### config.mk
export PLATFORM = sky130hd
export DESIGN_NAME = pfx_sequencer
export DESIGN_NICKNAME = d
export VERILOG_FILES = /design/src/pkg/pfx_pkg.sv /design/src/rtl/pfx_rem_addr.sv /design/src/rtl/pfx_sequencer.sv
export VERILOG_INCLUDE_DIRS = /design/src /design/src/pkg
export SDC_FILE = /design/constraint.sdc
export NUM_CORES = 1
export LEC_CHECK = 0
export BUFFER_PORTS_ARGS = -buffer_cell sky130_fd_sc_hd__buf_2
export CAP_MARGIN = 20
export CORE_UTILIZATION = 35
export CTS_CLUSTER_SIZE = 40
export DETAILED_ROUTE_END_ITERATION = 10
export GPL_ROUTABILITY_DRIVEN = 0
export GPL_TIMING_DRIVEN = 0
export PLACE_DENSITY_LB_ADDON = 0.08
export SETUP_SLACK_MARGIN = 0.4
export SLEW_MARGIN = 5
export SYNTH_ARGS = -nofsm -noshare
export SYNTH_HDL_FRONTEND = slang
export SYNTH_SLANG_ARGS = --single-unit
### constraint.sdc
create_clock -name clk -period 1.8 [get_ports clk]
set_input_delay 0.09 -clock clk [delete_from_list [all_inputs] [get_ports clk]]
set_output_delay 0.09 -clock clk [all_outputs]
set_load 0.03 [all_outputs]
### src/pkg/pfx_consts.svh
`ifndef PFX_CONSTS_SVH
`define PFX_CONSTS_SVH

`define PFX_REG_BASE      16'h0180
`define PFX_BANK_STRIDE   16'h0010
`define PFX_EXC_VECTOR    8'h0a
`define PFX_BANK_ZERO     8'h00
`define PFX_XFER_CYCLES   4'h4
`define PFX_CCR_S_BIT     5
`define PFX_CCR_FLAG_MASK 8'h1f

`endif

### src/pkg/pfx_pkg.sv
package pfx_pkg;

    typedef enum logic [3:0] {
        PFX_OP_PLAIN  = 4'h0,
        PFX_OP_PCB_P  = 4'h1,
        PFX_OP_DATA_P = 4'h2,
        PFX_OP_ADD_P  = 4'h3,
        PFX_OP_STK_P  = 4'h4,
        PFX_OP_CMN_P  = 4'h5,
        PFX_OP_FRZ_P  = 4'h6,
        PFX_OP_MOVLVL = 4'h7,
        PFX_OP_ORCC   = 4'h8,
        PFX_OP_ANDCC  = 4'h9,
        PFX_OP_POPSW  = 4'ha,
        PFX_OP_SWINT  = 4'hb,
        PFX_OP_DIVB   = 4'hc,
        PFX_OP_WORD_QUOTIENT_OP   = 4'hd,
        PFX_OP_UNDEF  = 4'he
    } pfx_op_t;

    typedef enum logic [2:0] {
        PFX_BANK_NONE = 3'h0,
        PFX_BANK_PROG = 3'h1,
        PFX_BANK_DATA = 3'h2,
        PFX_BANK_ADD  = 3'h3,
        PFX_BANK_STK  = 3'h4
    } pfx_bank_t;

    typedef enum logic [2:0] {
        PFX_IRQ_NONE = 3'h0,
        PFX_IRQ_HW   = 3'h1,
        PFX_IRQ_SW   = 3'h2,
        PFX_IRQ_XFER = 3'h3,
        PFX_IRQ_EXC  = 3'h4
    } pfx_irq_t;

    typedef enum logic [1:0] {
        PFX_ST_RUN  = 2'b00,
        PFX_ST_XFER = 2'b01
    } pfx_state_t;

endpackage : pfx_pkg

### src/rtl/pfx_rem_addr.sv
`timescale 1ns/1ps
`include "pfx_consts.svh"

// remainder destination for byte/word divide on a general register
module pfx_rem_addr (
    input  wire logic       is_word,
    input  wire logic [2:0] reg_idx,
    input  wire logic [4:0] reg_bank_ptr,
    input  wire logic       cmn_bank,
    input  wire logic [7:0] data_bank,
    input  wire logic [7:0] add_bank,
    input  wire logic [7:0] user_stack_bank,
    input  wire logic [7:0] system_stack_bank,
    input  wire logic [7:0] condition_code_register,
    output logic      [23:0] rem_addr,
    output logic             rem_to_mem
);
    logic [15:0] low_addr;
    logic [15:0] rp_ofs;
    logic [3:0]  in_bank;
    logic [7:0]  bank_val;
    logic [4:0]  rp_eff;

    always_comb begin
        rp_eff = cmn_bank ? 5'h00 : reg_bank_ptr;
        // words sit at 2*i, bytes at 8+i within the 16-byte bank
        in_bank = is_word ? {reg_idx, 1'b0} : {1'b1, reg_idx};
        rp_ofs = 16'(rp_eff) * `PFX_BANK_STRIDE;
        low_addr = `PFX_REG_BASE + rp_ofs + {12'h000, in_bank}; // (RULE9) (RULE20)
        case (reg_idx[1:0]) // (RULE10)
            2'b10: bank_val = add_bank;
            2'b11: bank_val = condition_code_register[`PFX_CCR_S_BIT] ? system_stack_bank : user_stack_bank; // (RULE11) (RULE12)
            default: bank_val = data_bank;
        endcase
        rem_to_mem = (bank_val != `PFX_BANK_ZERO); // (RULE7) (RULE8)
        rem_addr = {bank_val, low_addr}; // (RULE8)
    end
endmodule : pfx_rem_addr

### src/rtl/pfx_sequencer.sv
// Summary of operation
// (RULE1) no interrupt accepted after prefix or inhibit
// (RULE2) pending interrupt taken after next ordinary instruction
// (RULE3) level-mask, ccr or/and, status pop inhibit
// (RULE4) all six prefixes block interrupt acceptance
// (RULE5) prefix before inhibit applies to later instruction
// (RULE6) last conflicting bank prefix wins
// (RULE7) zero bank: remainder into operand register
// (RULE8) nonzero bank: remainder to bank:register address
// (RULE9) register address 0180 plus pointer*10 plus offset
// (RULE10) operand index picks data, additional, stack bank
// (RULE11) stack flag zero selects user stack bank
// (RULE12) stack flag one selects system stack bank
// (RULE13) four interrupt classes supported
// (RULE14) peripheral request starts its handler
// (RULE15) software interrupt instruction starts given vector
// (RULE16) auto-transfer shares hardware request path
// (RULE17) auto-transfer moves data then launches handler
// (RULE18) undefined opcode acts as vector ten
// (RULE19) freeze prefix keeps t,n,z,v,c unchanged
// (RULE20) common prefix forces register bank zero
`timescale 1ns/1ps
`include "pfx_consts.svh"

module pfx_sequencer #(
    parameter int XFER_CYCLES = 4
) (
    input  wire logic             clk,
    input  wire logic             rst,
    input  wire logic             op_valid,
    input  wire pfx_pkg::pfx_op_t op_code,
    input  wire logic [7:0]       op_vector,
    input  wire logic [2:0]       op_reg_idx,
    input  wire logic [4:0]       reg_bank_ptr,
    input  wire logic [7:0]       data_bank,
    input  wire logic [7:0]       add_bank,
    input  wire logic [7:0]       user_stack_bank,
    input  wire logic [7:0]       system_stack_bank,
    input  wire logic [7:0]       condition_code_register,
    input  wire logic             hw_irq_req,
    input  wire logic [7:0]       hw_irq_vector,
    input  wire logic             hw_irq_xfer,
    output logic                  op_ready,
    output logic                  irq_take,
    output pfx_pkg::pfx_irq_t     irq_class,
    output logic [7:0]            irq_vector,
    output logic                  xfer_busy,
    output pfx_pkg::pfx_bank_t    eff_bank,
    output logic                  eff_cmn_bank,
    output logic                  eff_flag_freeze,
    output logic [7:0]            ccr_keep_mask,
    output logic                  rem_valid,
    output logic                  rem_to_mem,
    output logic [23:0]           rem_addr
);
    import pfx_pkg::*;

    localparam logic [3:0] XFER_LAST = 4'(XFER_CYCLES - 1);

    ////////////////////////////////////////////////////////////////////////
    // decode of the incoming instruction
    logic is_prefix;
    logic is_bank_pfx;
    logic is_inhibit;
    logic is_ordinary;
    logic fire;
    pfx_bank_t bank_of_op;

    assign fire = op_valid && op_ready;
    assign is_bank_pfx = (op_code == PFX_OP_PCB_P) || (op_code == PFX_OP_DATA_P) ||
                         (op_code == PFX_OP_ADD_P) || (op_code == PFX_OP_STK_P);
    assign is_prefix = is_bank_pfx || (op_code == PFX_OP_CMN_P) || (op_code == PFX_OP_FRZ_P); // (RULE4)
    assign is_inhibit = (op_code == PFX_OP_MOVLVL) || (op_code == PFX_OP_ORCC) ||
                        (op_code == PFX_OP_ANDCC) || (op_code == PFX_OP_POPSW); // (RULE3)
    assign is_ordinary = !is_prefix && !is_inhibit;

    always_comb begin
        case (op_code)
            PFX_OP_PCB_P:  bank_of_op = PFX_BANK_PROG;
            PFX_OP_DATA_P: bank_of_op = PFX_BANK_DATA;
            PFX_OP_ADD_P:  bank_of_op = PFX_BANK_ADD;
            PFX_OP_STK_P:  bank_of_op = PFX_BANK_STK;
            default:       bank_of_op = PFX_BANK_NONE;
        endcase
    end

    ////////////////////////////////////////////////////////////////////////
    // pending prefix state; inhibit instructions pass it through untouched
    pfx_bank_t pend_bank_r;
    logic      pend_cmn_r;
    logic      pend_frz_r;

    always_ff @(posedge clk or posedge rst) begin
        if (rst) begin
            pend_bank_r <= PFX_BANK_NONE;
            pend_cmn_r <= 1'b0;
            pend_frz_r <= 1'b0;
        end else if (fire) begin
            if (is_bank_pfx) begin
                pend_bank_r <= bank_of_op; // (RULE6)
            end else if (op_code == PFX_OP_CMN_P) begin
                pend_cmn_r <= 1'b1;
            end else if (op_code == PFX_OP_FRZ_P) begin
                pend_frz_r <= 1'b1;
            end else if (is_ordinary) begin
                pend_bank_r <= PFX_BANK_NONE;
                pend_cmn_r <= 1'b0;
                pend_frz_r <= 1'b0;
            end
            // inhibit: keep pending prefixes for the next instruction (RULE5)
        end
    end

    ////////////////////////////////////////////////////////////////////////
    // prefix effect seen by the ordinary instruction being executed
    always_ff @(posedge clk or posedge rst) begin
        if (rst) begin
            eff_bank <= PFX_BANK_NONE;
            eff_cmn_bank <= 1'b0;
            eff_flag_freeze <= 1'b0;
            ccr_keep_mask <= 8'h00;
        end else if (fire) begin
            if (is_ordinary) begin
                eff_bank <= pend_bank_r; // (RULE5) (RULE6)
                eff_cmn_bank <= pend_cmn_r; // (RULE20)
                eff_flag_freeze <= pend_frz_r;
                ccr_keep_mask <= pend_frz_r ? `PFX_CCR_FLAG_MASK : 8'h00; // (RULE19)
            end else begin
                // inhibit instructions change ccr regardless of the freeze prefix
                eff_bank <= PFX_BANK_NONE;
                eff_cmn_bank <= 1'b0;
                eff_flag_freeze <= 1'b0;
                ccr_keep_mask <= 8'h00;
            end
        end
    end

    ////////////////////////////////////////////////////////////////////////
    // boundary interrupt gate
    logic blocked_r;

    always_ff @(posedge clk or posedge rst) begin
        if (rst) begin
            blocked_r <= 1'b0;
        end else if (fire) begin
            blocked_r <= !is_ordinary; // (RULE1) (RULE4)
        end
    end

    ////////////////////////////////////////////////////////////////////////
    // interrupt entry and auto-transfer service
    pfx_state_t state_r;
    logic [3:0] xfer_cnt_r;
    logic [7:0] xfer_vec_r;
    logic       hw_ok;

    // hardware request is only sampled at an ordinary instruction boundary
    assign hw_ok = fire && is_ordinary && hw_irq_req; // (RULE2) (RULE14) (RULE16)

    always_ff @(posedge clk or posedge rst) begin
        if (rst) begin
            state_r <= PFX_ST_RUN;
            xfer_cnt_r <= 4'h0;
            xfer_vec_r <= 8'h00;
        end else begin
            case (state_r)
                PFX_ST_RUN: begin
                    if (hw_ok && hw_irq_xfer && (op_code != PFX_OP_UNDEF) && (op_code != PFX_OP_SWINT)) begin
                        state_r <= PFX_ST_XFER; // (RULE16)
                        xfer_cnt_r <= 4'h0;
                        xfer_vec_r <= hw_irq_vector;
                    end
                end
                PFX_ST_XFER: begin
                    if (xfer_cnt_r == XFER_LAST) begin
                        state_r <= PFX_ST_RUN; // (RULE17)
                    end else begin
                        xfer_cnt_r <= xfer_cnt_r + 4'h1;
                    end
                end
                default: state_r <= PFX_ST_RUN;
            endcase
        end
    end

    // stall the stream while a transfer is running
    always_ff @(posedge clk or posedge rst) begin
        if (rst) begin
            op_ready <= 1'b1;
            xfer_busy <= 1'b0;
        end else begin
            op_ready <= !((state_r == PFX_ST_RUN && hw_ok && hw_irq_xfer &&
                           op_code != PFX_OP_UNDEF && op_code != PFX_OP_SWINT) ||
                          (state_r == PFX_ST_XFER && xfer_cnt_r != XFER_LAST));
            xfer_busy <= (state_r == PFX_ST_XFER) && (xfer_cnt_r != XFER_LAST);
        end
    end

    // one-cycle handler launch; own instruction events outrank the hardware request
    always_ff @(posedge clk or posedge rst) begin
        if (rst) begin
            irq_take <= 1'b0;
            irq_class <= PFX_IRQ_NONE;
            irq_vector <= 8'h00;
        end else begin
            irq_take <= 1'b0;
            irq_class <= PFX_IRQ_NONE;
            if (state_r == PFX_ST_XFER && xfer_cnt_r == XFER_LAST) begin
                irq_take <= 1'b1;
                irq_class <= PFX_IRQ_XFER; // (RULE13) (RULE17)
                irq_vector <= xfer_vec_r;
            end else if (fire && op_code == PFX_OP_UNDEF) begin
                irq_take <= 1'b1;
                irq_class <= PFX_IRQ_EXC;
                irq_vector <= `PFX_EXC_VECTOR; // (RULE18)
            end else if (fire && op_code == PFX_OP_SWINT) begin
                irq_take <= 1'b1;
                irq_class <= PFX_IRQ_SW;
                irq_vector <= op_vector; // (RULE15)
            end else if (state_r == PFX_ST_RUN && hw_ok && !blocked_r && !hw_irq_xfer) begin
                irq_take <= 1'b1;
                irq_class <= PFX_IRQ_HW; // (RULE13) (RULE14)
                irq_vector <= hw_irq_vector;
            end else if (state_r == PFX_ST_RUN && hw_ok && blocked_r && !hw_irq_xfer) begin
                // the instruction after a prefix/inhibit has now run (RULE2)
                irq_take <= 1'b1;
                irq_class <= PFX_IRQ_HW;
                irq_vector <= hw_irq_vector;
            end
        end
    end

    ////////////////////////////////////////////////////////////////////////
    // divide remainder destination
    logic        is_div;
    logic [23:0] addr_c;
    logic        to_mem_c;

    assign is_div = fire && ((op_code == PFX_OP_DIVB) || (op_code == PFX_OP_WORD_QUOTIENT_OP));

    pfx_rem_addr u_rem (
        .is_word           (op_code == PFX_OP_WORD_QUOTIENT_OP),
        .reg_idx           (op_reg_idx),
        .reg_bank_ptr      (reg_bank_ptr),
        .cmn_bank          (pend_cmn_r),
        .data_bank         (data_bank),
        .add_bank          (add_bank),
        .user_stack_bank   (user_stack_bank),
        .system_stack_bank (system_stack_bank),
        .condition_code_register               (condition_code_register),
        .rem_addr          (addr_c),
        .rem_to_mem        (to_mem_c)
    );

    always_ff @(posedge clk or posedge rst) begin
        if (rst) begin
            rem_valid <= 1'b0;
            rem_to_mem <= 1'b0;
            rem_addr <= 24'h000000;
        end else begin
            rem_valid <= is_div;
            if (is_div) begin
                rem_to_mem <= to_mem_c; // (RULE7) (RULE8)
                rem_addr <= addr_c; // (RULE10)
            end
        end
    end

endmodule : pfx_sequencer

### After elaboration in Yosys (flattened, before gate mapping)

Index checks and enable logic that the tools add are counted.

| operators by class | value |
|---|---|
| add/sub/neg operators | 3 |
| reductions and logical operators | 49 |
| bitwise operators | 2 |
| multiplexer cells | 39 |
| eq/ne operators | 27 |

Operator list:

| kind | count |
|---|---|
| 2-to-1 mux 8 bit | 6 |
| == test 4 bit, second input constant | 7 |
| 2-to-1 mux 3 bit | 7 |
| logical AND 1 bit | 20 |
| adder 16 x 4 -> 16 bit | 1 |
| == test 4 x 3 -> 1 bit, second input constant | 4 |
| case mux 8 bit (2 select lines) | 1 |
| 2-to-1 mux 5 bit | 3 |
| 2-to-1 mux 1 bit | 13 |
| == test 4 x 2 -> 1 bit, second input constant | 3 |
| 2-to-1 mux 4 bit | 3 |
| case mux 3 bit (4 select lines) | 1 |
| AND reduction 4 bit | 3 |
| adder 9 x 9 -> 10 bit, first input constant | 1 |
| logical OR 1 bit | 10 |
| != test 2 bit, second input constant | 5 |
| != test 4 bit, second input constant | 2 |
| case mux 4 bit (2 select lines) | 1 |
| nonzero test 2 bit | 4 |
| nonzero test 8 bit | 1 |
| zero test 1 bit | 6 |
| 2-to-1 mux 2 bit | 3 |
| nonzero test 5 bit | 1 |
| adder 4 x 1 -> 4 bit, second input constant | 1 |
| 10 further kinds | 13 |

| word-level totals | value |
|---|---|
| output and inout port bits | 53 |
| register bits after elaboration | 73 |
| bits of input ports | 73 |

### Longest topological paths before layout

Gate-level depths: netlist of the first run.

| depth | value |
|---|---|
| depth in word-level cells | 18 |
| depth in mapped cells | 8 |
| depth with buffers taken out | 6 |

### Modules after synthesis

From an unflattened synthesis of the first run, not the netlist that was laid out.

| second synthesis, totals | value |
|---|---|
| cell total of the unflattened synthesis | 292 |
| area, all modules | 3314.4 um2 |

Modules (own cells, without submodules):

| module | instances | cells each | area an instance (um2) |
|---|---|---|---|
| pfx_sequencer | 1 | 229 | 2834.0 |
| pfx_rem_addr | 1 | 63 | 480.5 |

### Worst setup path before layout of the first run

No wires, ideal clock.

| timing | value |
|---|---|
| kind | reg2reg |
| start point | register op_ready |
| end point | register irq_vector[3] |
| path buffers | 0 |
| arrival time | 1.765 ns |
| stages on the path, launching flop included | 6 |
| period minus slack after synthesis | 1.892 ns |
| slack | -0.092 ns |
| required time | 1.673 ns |
| path through | dfstp_2 -> nand2_2 -> nor3_4 -> mux2_2 -> o22ai_1 -> mux2i_1 |

| between the ends | value |
|---|---|
| cells in the longest elaborated chain, start to end | 10 |
| elaborated cells on any way between the ends | 15 |
| those cells by class | mux: 4; reduce/logical: 11 |

RTL lines:

| item | line | source |
|---|---|---|
| start: declaration | pfx_sequencer.sv:43 | `output logic op_ready,` |
| start signal: assignment | pfx_sequencer.sv:192 | `op_ready <= !((state_r == PFX_ST_RUN && hw_ok && hw_irq_xfer &&` |
| logical AND 1 bit (*) | pfx_sequencer.sv:69 | `assign fire = op_valid && op_ready;` |
| logical AND 1 bit (2 in a row) | pfx_sequencer.sv:158 | `assign hw_ok = fire && is_ordinary && hw_irq_req;` |
| logical AND 1 bit | pfx_sequencer.sv:220, pfx_sequencer.sv:224 |  |
| logical AND 1 bit (2 in a row) | pfx_sequencer.sv:220 | `end else if (state_r == PFX_ST_RUN && hw_ok && !blocked_r && !hw_irq_xfer) begin` |
| 2-to-1 mux 8 bit | pfx_sequencer.sv:220 |  |
| 2-to-1 mux 8 bit | pfx_sequencer.sv:216 | `end else if (fire && op_code == PFX_OP_SWINT) begin` |
| 2-to-1 mux 8 bit | pfx_sequencer.sv:212 | `end else if (fire && op_code == PFX_OP_UNDEF) begin` |
| 2-to-1 mux 8 bit | pfx_sequencer.sv:208 | `if (state_r == PFX_ST_XFER && xfer_cnt_r == XFER_LAST) begin` |
| end signal: assignment | pfx_sequencer.sv:211 | `irq_vector <= xfer_vec_r;` |
| end signal: assignment | pfx_sequencer.sv:215 | `` irq_vector <= `PFX_EXC_VECTOR; `` |
| end signal: assignment | pfx_sequencer.sv:219 | `irq_vector <= op_vector;` |
| end: declaration | pfx_sequencer.sv:46 | `output logic [7:0] irq_vector,` |

Mark *: on every way between the ends. The rest lies on a longest branch, timed or not.
A chain may end at the register's enable or synchronous reset.

### Worst setup path in the final report of the first run

| timing | value |
|---|---|
| start point | register xfer_cnt_r[0] |
| end point | register irq_vector[7] |

| between the ends | value |
|---|---|
| cells in the longest elaborated chain, start to end | 3 |
| elaborated cells on any way between the ends | 4 |
| those cells by class | eq/ne: 1; mux: 1; reduce/logical: 2 |

RTL lines:

| item | line | source |
|---|---|---|
| start: declaration | pfx_sequencer.sv:153 | `logic [3:0] xfer_cnt_r;` |
| start signal: assignment | pfx_sequencer.sv:178 | `xfer_cnt_r <= xfer_cnt_r + 4'h1;` |
| == test 4 x 2 -> 1 bit (*) | pfx_sequencer.sv:208 |  |
| logical AND 1 bit (*) | pfx_sequencer.sv:208 |  |
| nonzero test 5 bit (no source line) / 2-to-1 mux 8 bit (equally long branches) | -- |  |

Marked as above.

==> metrics.txt, run 1 <==
post-route ant nets=0; main combinational cell family by area after synthesis=compound AO/OA/AOI/OAI gates; Pwr Density=1261 nW/um^2; Yosys cell types=51; Vias=2,859; met2 routed WL=4.009 mm; met3 WL=531 um; CP delay by family, top=flip-flops; Final period util=102.5%; routed len/inst=14.73 um; status=complete, but fails checks; number of diodes=0; fmax=0.5423 GHz; DRT met1 WL=3.925 mm; Critical Path Fanout Max=5; Ports=126; RSZ-0062 raised after global routing=true; final hold violations=0; Worst Path Required=2010 ps; Reg clk slew, reported paths=70 ps; top_reg_cell synth=dfrtp_1; total CTS buffers=9; final setup fails=6; first-pass GRT wire length=13.30 mm; Synth area leaders=dfrtp_1 45%, mux2_4 6.8%, mux2i_1 6.8%, buf_4 4.4%, nand2_1 4.4%; Hold Crit Class=in2reg; CP Cell Sequence=ha_2 -> nor3b_4 -> and2_4 -> buf_6 -> a211o_1 -> buf_6 -> mux2_4; Synth Area in Compound Gates=15.69%; post-synthesis adder-cell area fraction=0.8110%; nets=550; ratio of cells with drive above 1 in the final layout=55.53%; fillers=747; Post-Synth Simple-Gate Area=13.30%; sequential fraction of the synthesis area=46.27%; initial antenna violation count=0; mapped cell area=3085 sq um; synth cell count leaders=56 x dfrtp_1, 36 x nand2_1, 22 x a21oi_1; Startpoint Class=flip-flop; grt ovf=0; remaining routing DRC violations=0; top routing layer in use=met4; die height=95.89 um; most numerous cell in the Yosys netlist=dfrtp_1; CTS tree=yes; Slew Limit Fails=0; number of iterations in the first detailed-routing pass=5; area grow syn2layout=57.38%; CP max-delay cell=dfrtp_1; Synth Area per Inst=10.32 sq um; DR iter-0 viols=92; Worst Tran Pin Value=645.6 ps; Peak VDD IR=0.4676 mV; Core ar.=8382 sq um; CTS H-tree depth=3; vias per cell=4.896; Synth Register Bits=57; maximum capacitance violations=0; Yosys Warn Count=0; pre-CTS setup slack=-156.4 ps; CP endpoint kind=flip-flop; clock buffer depth=2; Critical Path AT=2050 ps; CTS root buf=clkbuf_8; P_leak=0.002387 uW; Synth async-reset ratio=100.0%; skew final=7.444 ps; area leader, netlist=dfrtp_1; Final Non-Filler Cells=584; Crit Path Category=reg2reg; EDFF count, synth=0; failing checks=setup timing; Worst path most repeated cell=buf_6; Worst Path Buf+Inv=2; Routed Wire Length=8.600 mm; pin count of the biggest net entering global routing=31; Max stage delay on crit path=400 ps; crit path time final=1844 ps; total track usage=18.97%; clk sinks=57; die area=9195 sq um; Initial Util=36.81%; fraction of synthesized area in multiplexers=14.72%; Clock Latency Late Sink=330 ps; synthesized instance count=299; Chip Width=95.89 um; Slew Limit Headroom=56.87%; vias in the first global route=2,803; worst setup margin=-44.16 ps; cell total after placement=519; Synth Area in XOR/XNOR=0.8516%; post-DP HPWL=5.604 mm; port buffer count=106; Synth top area share=45.42%; FP Rows=33
-- cell usage in the layout, fill, tap and decap left out, drive strengths merged, types with 3 or more instances in the layout --
master,n
a22o,7
mux2i,21
mux2,17
a31oi,3
conb,9
buf,175
o21a,3
dlygate4sd3,8
inv,10
nor3,4
nor2b,3
xor2,3
clkbuf,15
o21ai,21
nor2,20
a21oi,23
nand3,6
dfrtp,56
clkinv,4
nand2,38
nand4,3
-- through the flow --
| stage | cell area [sq um] | total power, uW | setup TNS (ps) | utilization [%] | hold slack, ps |
|---|---|---|---|---|---|
| final | 4856 | 6123 | -180.2 | 57.93 | 15.61 |
| after global routing | 4856 | 6493 | -453.4 | 57.93 | 3.028 |
| after CTS | 4627 | 5926 | -266.0 | 55.20 | 0.7767 |
| after detailed placement | 3830 | 4407 | -1145 | 45.69 | 213.2 |
| after global placement | 3810 | 4369 | -1063 | 45.45 | 314.1 |
| after floorplan | 3148 | 3723 | -163.6 | - | 176.5 |
-- sequential cells by signal (all words and copies together) (netlist names), 3 cells and up --
register,cells
irq_class,3
xfer_vec_r,8
irq_vector,8
eff_bank,3
xfer_cnt_r,4
pend_bank_r,3
rem_addr,18
-- worst register-to-register path: stages, from the launching register on --
cell and delay (ps):
dfrtp_1 400, ha_2 190, nor3b_4 150, and2_4 140, buf_6 110, a211o_1 270, buf_6 160, mux2_4 300
-- per-layer routing --
metal  vias to the layer above  global-route usage (%)
li1                       1381                       -
met1                      1341                   25.25
met5                         -                       0
met4                         0                   7.214
met3                        15                   4.818
met2                       122                   29.64
-- path summary, 6_finish.rpt --
path	from	endpoint	slack [ps]	cells after the start
max	xfer_cnt_r[0]	irq_vector[7]	-40	7
min	hw_irq_vector[1]	xfer_vec_r[1]	20	2
max reg2reg	xfer_cnt_r[0]	irq_vector[7]	-40	7
min reg2reg	rem_addr[5]	rem_addr[5]	490	2
max in group asynchronous	rst	eff_cmn_bank	850	4
min in group asynchronous	rst	irq_vector[5]	390	3
-- timing repair --
| action | CTS | global route |
|---|---|---|
| setup buffers | 30 | 8 |
| pin swaps | 34 | 21 |
| gates cloned | 4 | 0 |
| endpoints found under the hold margin | 33 | 0 |
| hold buffers | 8 | 0 |
| resized for setup | 82 | 36 |
| endpoints found under the setup margin | 47 | 56 |
-- power by group --
group	internal (uW)	switching (uW)
logic	1310	1620
clock network	520	504
registers	1800	371
-- area by class of cell --
| cell class | count | area (sq um) | area share, % |
|---|---|---|---|
| multi-input cells | 209 | 1762 | 36.28 |
| flip-flops and latches | 57 | 1428 | 29.40 |
| repair buffers | 157 | 1066 | 21.95 |
| plain buffers | 30 | 255.2 | 5.256 |
| clock buffers | 11 | 141.4 | 2.912 |
| well taps | 105 | 131.4 | 2.705 |
| inverters | 11 | 52.55 | 1.082 |
| clock inverters | 4 | 20.02 | 0.4123 |
-- kinds of logic (layout without fill, tap and decap cells) --
kind of cell / after synthesis / after routing
AND/OR/NAND/NOR: 84 / 84
flip-flops: 57 / 57
XOR/XNOR: 3 / 3
buffers and inverters: 41 / 213
other: 1 / 9
multiplexers: 38 / 38
AO/OA/AOI/OAI: 73 / 73
adder cells (fa/ha/maj): 2 / 2
(Power assumes the default switching activity.)
==> run 2: changes to the inputs <==
--- a/config.mk
+++ b/config.mk
@@ -13,7 +13,6 @@
 export DETAILED_ROUTE_END_ITERATION = 10
 export GPL_ROUTABILITY_DRIVEN = 0
 export GPL_TIMING_DRIVEN = 0
-export PLACE_DENSITY_LB_ADDON = 0.08
 export SETUP_SLACK_MARGIN = 0.4
 export SLEW_MARGIN = 5
 export SYNTH_ARGS = -nofsm -noshare
==> run 2 against run 1 <==
Compared with the run above: the flow now finishes without violations; design area up 0.95%; fmax increased by 2.7%; sequential share of layout area down 0.25 points; routed wire length grew 2.0%; count of clock-buffer cells in the layout grew 1; non-clock buffer count grew 1; first-iteration DRC count shrank 4.3%; power is 3.2% higher; via count barely moved; largest cell class unchanged; highest routed layer unchanged.
==> metrics.txt, run 2 (synthesis gave the netlist of run 1 again) <==
Worst Path Required=2030 ps (was 2010 ps); Reg clk slew, reported paths=70 ps (about the same); status=finished, final reports clean (was complete, but fails checks); total track usage=19.41% (was 18.97%); final setup fails=0 (was 6); Sequential Area=1429 sq um (was 1428 sq um); Core ar.=8382 sq um (unchanged); routed len/inst=14.97 um (was 14.73 um); remaining routing DRC violations=0 (unchanged); Routed Wire Length=8.774 mm (was 8.600 mm); Most flops, register=rem_addr (unchanged); Critical Path AT=2030 ps (was 2050 ps); Largest regs=rem_addr (18), irq_vector (8), xfer_vec_r (8) (unchanged); number of diodes=0 (unchanged); placed instance area=3837 sq um (was 3830 sq um); Critical R2R Launch=xfer_cnt_r[0] (unchanged); grt ovf=0 (unchanged); Ports=126 (unchanged); worst setup margin=4.316 ps (was -44.16 ps); CTS H-tree depth=3 (unchanged); crit path time final=1796 ps (was 1844 ps); Peak VDD IR=0.5015 mV (was 0.4676 mV); min-delay src=hw_irq_vector[3] (was hw_irq_vector[1]); clk sinks=57 (unchanged); CTS tree=yes (unchanged); CP Launch Point=xfer_cnt_r[0] (unchanged); Worst Tran Pin Value=846.9 ps (was 645.6 ps); die area=9195 sq um (unchanged); Initial Util=36.81% (unchanged); Vias=2,860 (was 2,859); Chip Width=95.89 um (unchanged); fmax=0.5569 GHz (was 0.5423 GHz); total CTS buffers=9 (unchanged); Clock Latency Late Sink=340 ps (was 330 ps); pin count of the biggest net entering global routing=37 (was 31); FP Rows=33 (unchanged); RSZ-0062 raised after global routing=true (unchanged); most common cell after layout, fill and taps aside=buf_2 (unchanged); skew final=9.760 ps (was 7.444 ps); Startpoint Class=flip-flop (unchanged); post-route design area=4902 sq um (was 4856 sq um); DR iter-0 viols=88 (was 92); Crit Path Category=reg2reg (unchanged); vias per cell=4.881 (was 4.896); post-route ant nets=0 (unchanged); die height=95.89 um (unchanged); CP endpoint kind=flip-flop (unchanged); ratio of cells with drive above 1 in the final layout=54.26% (was 55.53%); clock buffer depth=2 (unchanged); fillers=742 (was 747); port buffer count=106 (unchanged); post-DP HPWL=5.821 mm (was 5.604 mm); initial antenna violation count=0 (unchanged); most frequent cells in the layout=105 x buf_2, 55 x dfrtp_1, 33 x buf_4 (was 105 x buf_2, 56 x dfrtp_1, 33 x buf_4); P_leak=0.002410 uW (was 0.002387 uW); Slew Limit Fails=0 (unchanged); final hold violations=0 (unchanged); first-pass GRT wire length=13.42 mm (was 13.30 mm); Critical Path Fanout Max=8 (was 5); CTS root buf=clkbuf_8 (unchanged); Largest register FFs=18 (unchanged); area grow syn2layout=58.88% (was 57.38%); maximum capacitance violations=0 (unchanged); Final period util=99.76% (was 102.5%); number of iterations in the first detailed-routing pass=5 (unchanged); Hold Crit Class=in2reg (unchanged); pre-CTS setup slack=-155.1 ps (was -156.4 ps); vias in the first global route=2,785 (was 2,803); Pwr Density=1289 nW/um^2 (was 1261 nW/um^2); nets=551 (was 550); Slew Limit Headroom=43.42% (was 56.87%); area taken by multi-input logic gates=1698 sq um (was 1762 sq um)
## run 2: changes by cell type in the layout (fill, tap and decap cells not counted), moves of 2 or more
| cell | previous run | this run |
|---|---|---|
| buf_6 | 30 | 23 |
| dlygate4sd3_1 | 8 | 12 |
| buf_16 | 0 | 3 |
| clkinv_2 | 4 | 1 |
| nor2_2 | 4 | 1 |
| a21oi_2 | 8 | 10 |
| a31oi_1 | 0 | 2 |
| a31oi_4 | 3 | 1 |
| nor2_4 | 2 | 4 |
## run 2: area by class of cell
class | instances | share of cell area (%)
Sequential cell | 57 | 29.15
Clock buffer | 12 | 3.165
Clock inverter | 4 | 1.046
Tap cell | 105 | 2.680
Buffer | 30 | 5.207
Multi-Input combinational cell | 209 | 34.64
Inverter | 11 | 1.072
Timing Repair Buffer | 158 | 23.05
## run 2: final timing paths
check | endpoint | slack, ps | cells after the start
max | irq_vector[2] | 4 | 7
min | xfer_vec_r[3] | 20 | 2
max reg2reg | irq_vector[2] | 4 | 7
min reg2reg | rem_addr[16] | 490 | 1
max in group asynchronous | eff_bank[2] | 770 | 4
min in group asynchronous | irq_vector[2] | 450 | 3
## run 2: worst max-delay path, stage by stage (launching register included)
cell,delay (ps)
dfrtp_1,390
ha_2,190
nor3b_4,160
and2_4,140
buf_6,120
a211o_1,240
buf_6,150
mux2_4,290
## run 2: repair_timing
action	in CTS	in global routing
resized for setup	46	60
pin swaps	18	19
buffers inserted	26	10
hold buffers	12	0
setup endpoints to repair	48	52
hold endpoints to repair	45	0
cloned	3	0
## run 2: through the flow
stage / power, uW / hold slack, ps / cells / setup TNS, ps / util, %
2_1_floorplan: 3723 / 176.5 / 307 / -163.6 / -
3_3_place_gp: 4361 / 319.9 / 518 / -972.8 / 45.45
3_5_place_dp: 4414 / 294.4 / 519 / -1127 / 45.78
4_1_cts: 5957 / 18.02 / 576 / 0 / 55.25
5_1_grt: 6676 / 22.92 / 586 / -220.4 / 58.49
6_report: 6319 / 19.42 / 586 / 0 / 58.49
## run 2: routing by layer
metal,vias to the layer above,track usage [%],wire length (um)
met3,11,4.423,435
met5,-,0,0
met1,1377,25.40,3921
met2,92,31.37,4280
met4,0,7.090,138
li1,1380,-,-
## run 2: where the power goes
part           leakage, uW  switching (uW)  internal [uW]
Sequential        0.000703             378           1800
Combinational      0.00160            1590           1290
Clock             0.000103             540            715
==> run 3: changes to the inputs <==
--- a/config.mk
+++ b/config.mk
@@ -8,6 +8,7 @@
 export LEC_CHECK = 0
 export BUFFER_PORTS_ARGS = -buffer_cell sky130_fd_sc_hd__buf_2
 export CAP_MARGIN = 20
+export CORE_MARGIN = 2
 export CORE_UTILIZATION = 35
 export CTS_CLUSTER_SIZE = 40
 export DETAILED_ROUTE_END_ITERATION = 10
==> run 3 against run 2 <==
Compared with the run above: sequential share of layout area is 0.60 points higher; core utilization fell by 2.9 points; global-route usage decreased by 1.2 points; via count is 0.59% higher; combinational power fell by 1%; die area grew 4.2%; critical path type unchanged; largest cell class unchanged; first-iteration DRC count rose by 33%.
==> metrics.txt, run 3 (synthesis gave the netlist of run 1 again) <==
clock buffer depth=2 (unchanged); Largest regs=rem_addr (18), irq_vector (8), xfer_vec_r (8) (unchanged); die area=9582 sq um (was 9195 sq um); ratio of cells with drive above 1 in the final layout=54.15% (was 54.26%); pre-CTS setup slack=-145.3 ps (was -155.1 ps); total CTS buffers=9 (unchanged); Slew Limit Fails=0 (unchanged); CTS tree=yes (unchanged); number of diodes=0 (unchanged); Critical Path AT=2020 ps (was 2030 ps); total track usage=18.24% (was 19.41%); Final period util=99.84% (was 99.76%); CP max-delay cell=dfrtp_1 (unchanged); R2R setup slack=3 ps (was 4 ps); initial antenna violation count=0 (unchanged); final hold violations=0 (unchanged); Critical Path Fanout Max=7 (was 8); pin count of the biggest net entering global routing=33 (was 37); P_leak=0.002362 uW (was 0.002410 uW); CP Cell Sequence=ha_2 -> nor3b_4 -> and2_4 -> buf_6 -> a211o_1 -> buf_6 -> mux2_4 (unchanged); Most flops, register=rem_addr (unchanged); grt ovf=0 (unchanged); clk sinks=57 (unchanged); CP endpoint kind=flip-flop (unchanged); final setup fails=0 (unchanged); Crit Path Category=reg2reg (unchanged); Worst path most repeated cell=buf_6 (unchanged); area grow syn2layout=55.51% (was 58.88%); Worst Tran Pin Value=737.8 ps (was 846.9 ps); Chip Width=97.89 um (was 95.89 um); skew final=9.010 ps (was 9.760 ps); Hold Crit Class=in2reg (unchanged); area taken by multi-input logic gates=1672 sq um (was 1698 sq um); hold slack=17.00 ps (was 19.42 ps); Startpoint Class=flip-flop (unchanged); Reg clk slew, reported paths=60 ps (was 70 ps); Worst Path Required=2020 ps (was 2030 ps); Vias=2,877 (was 2,860); nets=552 (was 551); Setup TNS Final=0 ps (unchanged); vias in the first global route=2,928 (was 2,785); RSZ-0062 raised after global routing=true (unchanged); first-pass GRT wire length=14.06 mm (was 13.42 mm); port buffer count=106 (unchanged); crit path time final=1797 ps (was 1796 ps); Initial Util=35.73% (was 36.81%); remaining routing DRC violations=0 (unchanged); Slew Limit Headroom=50.71% (was 43.42%); die height=97.89 um (was 95.89 um); Clock Latency Late Sink=340 ps (about the same); FP Rows=34 (was 33); status=finished, final reports clean (unchanged); worst setup margin=2.965 ps (was 4.316 ps); Largest register FFs=18 (unchanged); CTS H-tree depth=3 (unchanged); Peak VDD IR=0.4589 mV (was 0.5015 mV); fillers=761 (was 742); Ports=126 (unchanged); Max stage delay on crit path=390 ps (about the same); maximum capacitance violations=0 (unchanged); Sequential Area=1428 sq um (was 1429 sq um); Core ar.=8636 sq um (was 8382 sq um); CTS root buf=clkbuf_8 (unchanged); most common cell after layout, fill and taps aside=buf_2 (unchanged); post-route ant nets=0 (unchanged); routed len/inst=14.73 um (was 14.97 um); number of iterations in the first detailed-routing pass=4 (was 5); post-DP HPWL=5.676 mm (was 5.821 mm); fmax=0.5565 GHz (was 0.5569 GHz); Pwr Density=1267 nW/um^2 (was 1289 nW/um^2); vias per cell=4.876 (was 4.881); Routed Wire Length=8.692 mm (was 8.774 mm); DR iter-0 viols=117 (was 88); most frequent cells in the layout=105 x buf_2, 56 x dfrtp_1, 37 x buf_4 (was 105 x buf_2, 55 x dfrtp_1, 33 x buf_4)
[run 3: path summary, 6_finish.rpt]
kind                                 end  depth (start not counted)             start
max in group asynchronous       op_ready                          4               rst
max reg2reg                irq_vector[0]                          7     xfer_cnt_r[1]
min reg2reg                 rem_addr[21]                          1      rem_addr[21]
min in group asynchronous    rem_addr[5]                          3               rst
max                        irq_vector[0]                          7     xfer_cnt_r[1]
min                        xfer_vec_r[3]                          2  hw_irq_vector[3]
[run 3: power breakdown]
part	leakage (uW)	internal, uW	switching [uW]
sequential	0.000704	1800	341
combinational	0.00157	1250	1590
clock	0.0000911	566	531
[run 3: worst max-delay path: cells and delay by family, from the launching register on]
family	cells	cell delay, ps
DFF	1	390
and+or+nand+nor	2	310
muxes	1	300
buffers and inverters	2	260
AOI/OAI and AO/OA	1	240
adders and majority gates	1	190
[run 3: per-stage QoR]
step | util, % | instance area (sq um) | power (uW) | instances
3_5_place_dp | 44.39 | 3834 | 4402 | 522
5_1_grt | 55.56 | 4798 | 6425 | 590
3_3_place_gp | 44.16 | 3814 | 4354 | 521
2_1_floorplan | - | 3148 | 3723 | 307
6_report | 55.56 | 4798 | 6080 | 590
4_1_cts | 53.65 | 4633 | 5951 | 579
[run 3: routing by layer]
| layer | vias to the layer above | wire length [um] | track usage (%) |
|---|---|---|---|
| met1 | 1378 | 3689 | 22.26 |
| met4 | 0 | 127 | 6.090 |
| met5 | - | 0 | 0 |
| met2 | 103 | 4266 | 30.51 |
| li1 | 1383 | - | - |
| met3 | 13 | 608 | 5.941 |
[run 3: cell type report]
cell class / count / area share (%)
multi-input combinational: 209 / 34.84
sequential: 57 / 29.75
timing repair buffer: 159 / 22.53
buffer: 30 / 5.293
clock buffer: 11 / 3.155
tap: 108 / 2.816
inverter: 11 / 0.9909
clock inverter: 5 / 0.6258
[run 3: what timing repair did]
item	CTS	global route
gates cloned	2	0
setup buffers	28	11
resized for setup	72	22
setup endpoints to repair	47	56
pin swaps	34	17
hold buffers	11	0
hold endpoints to repair	41	0
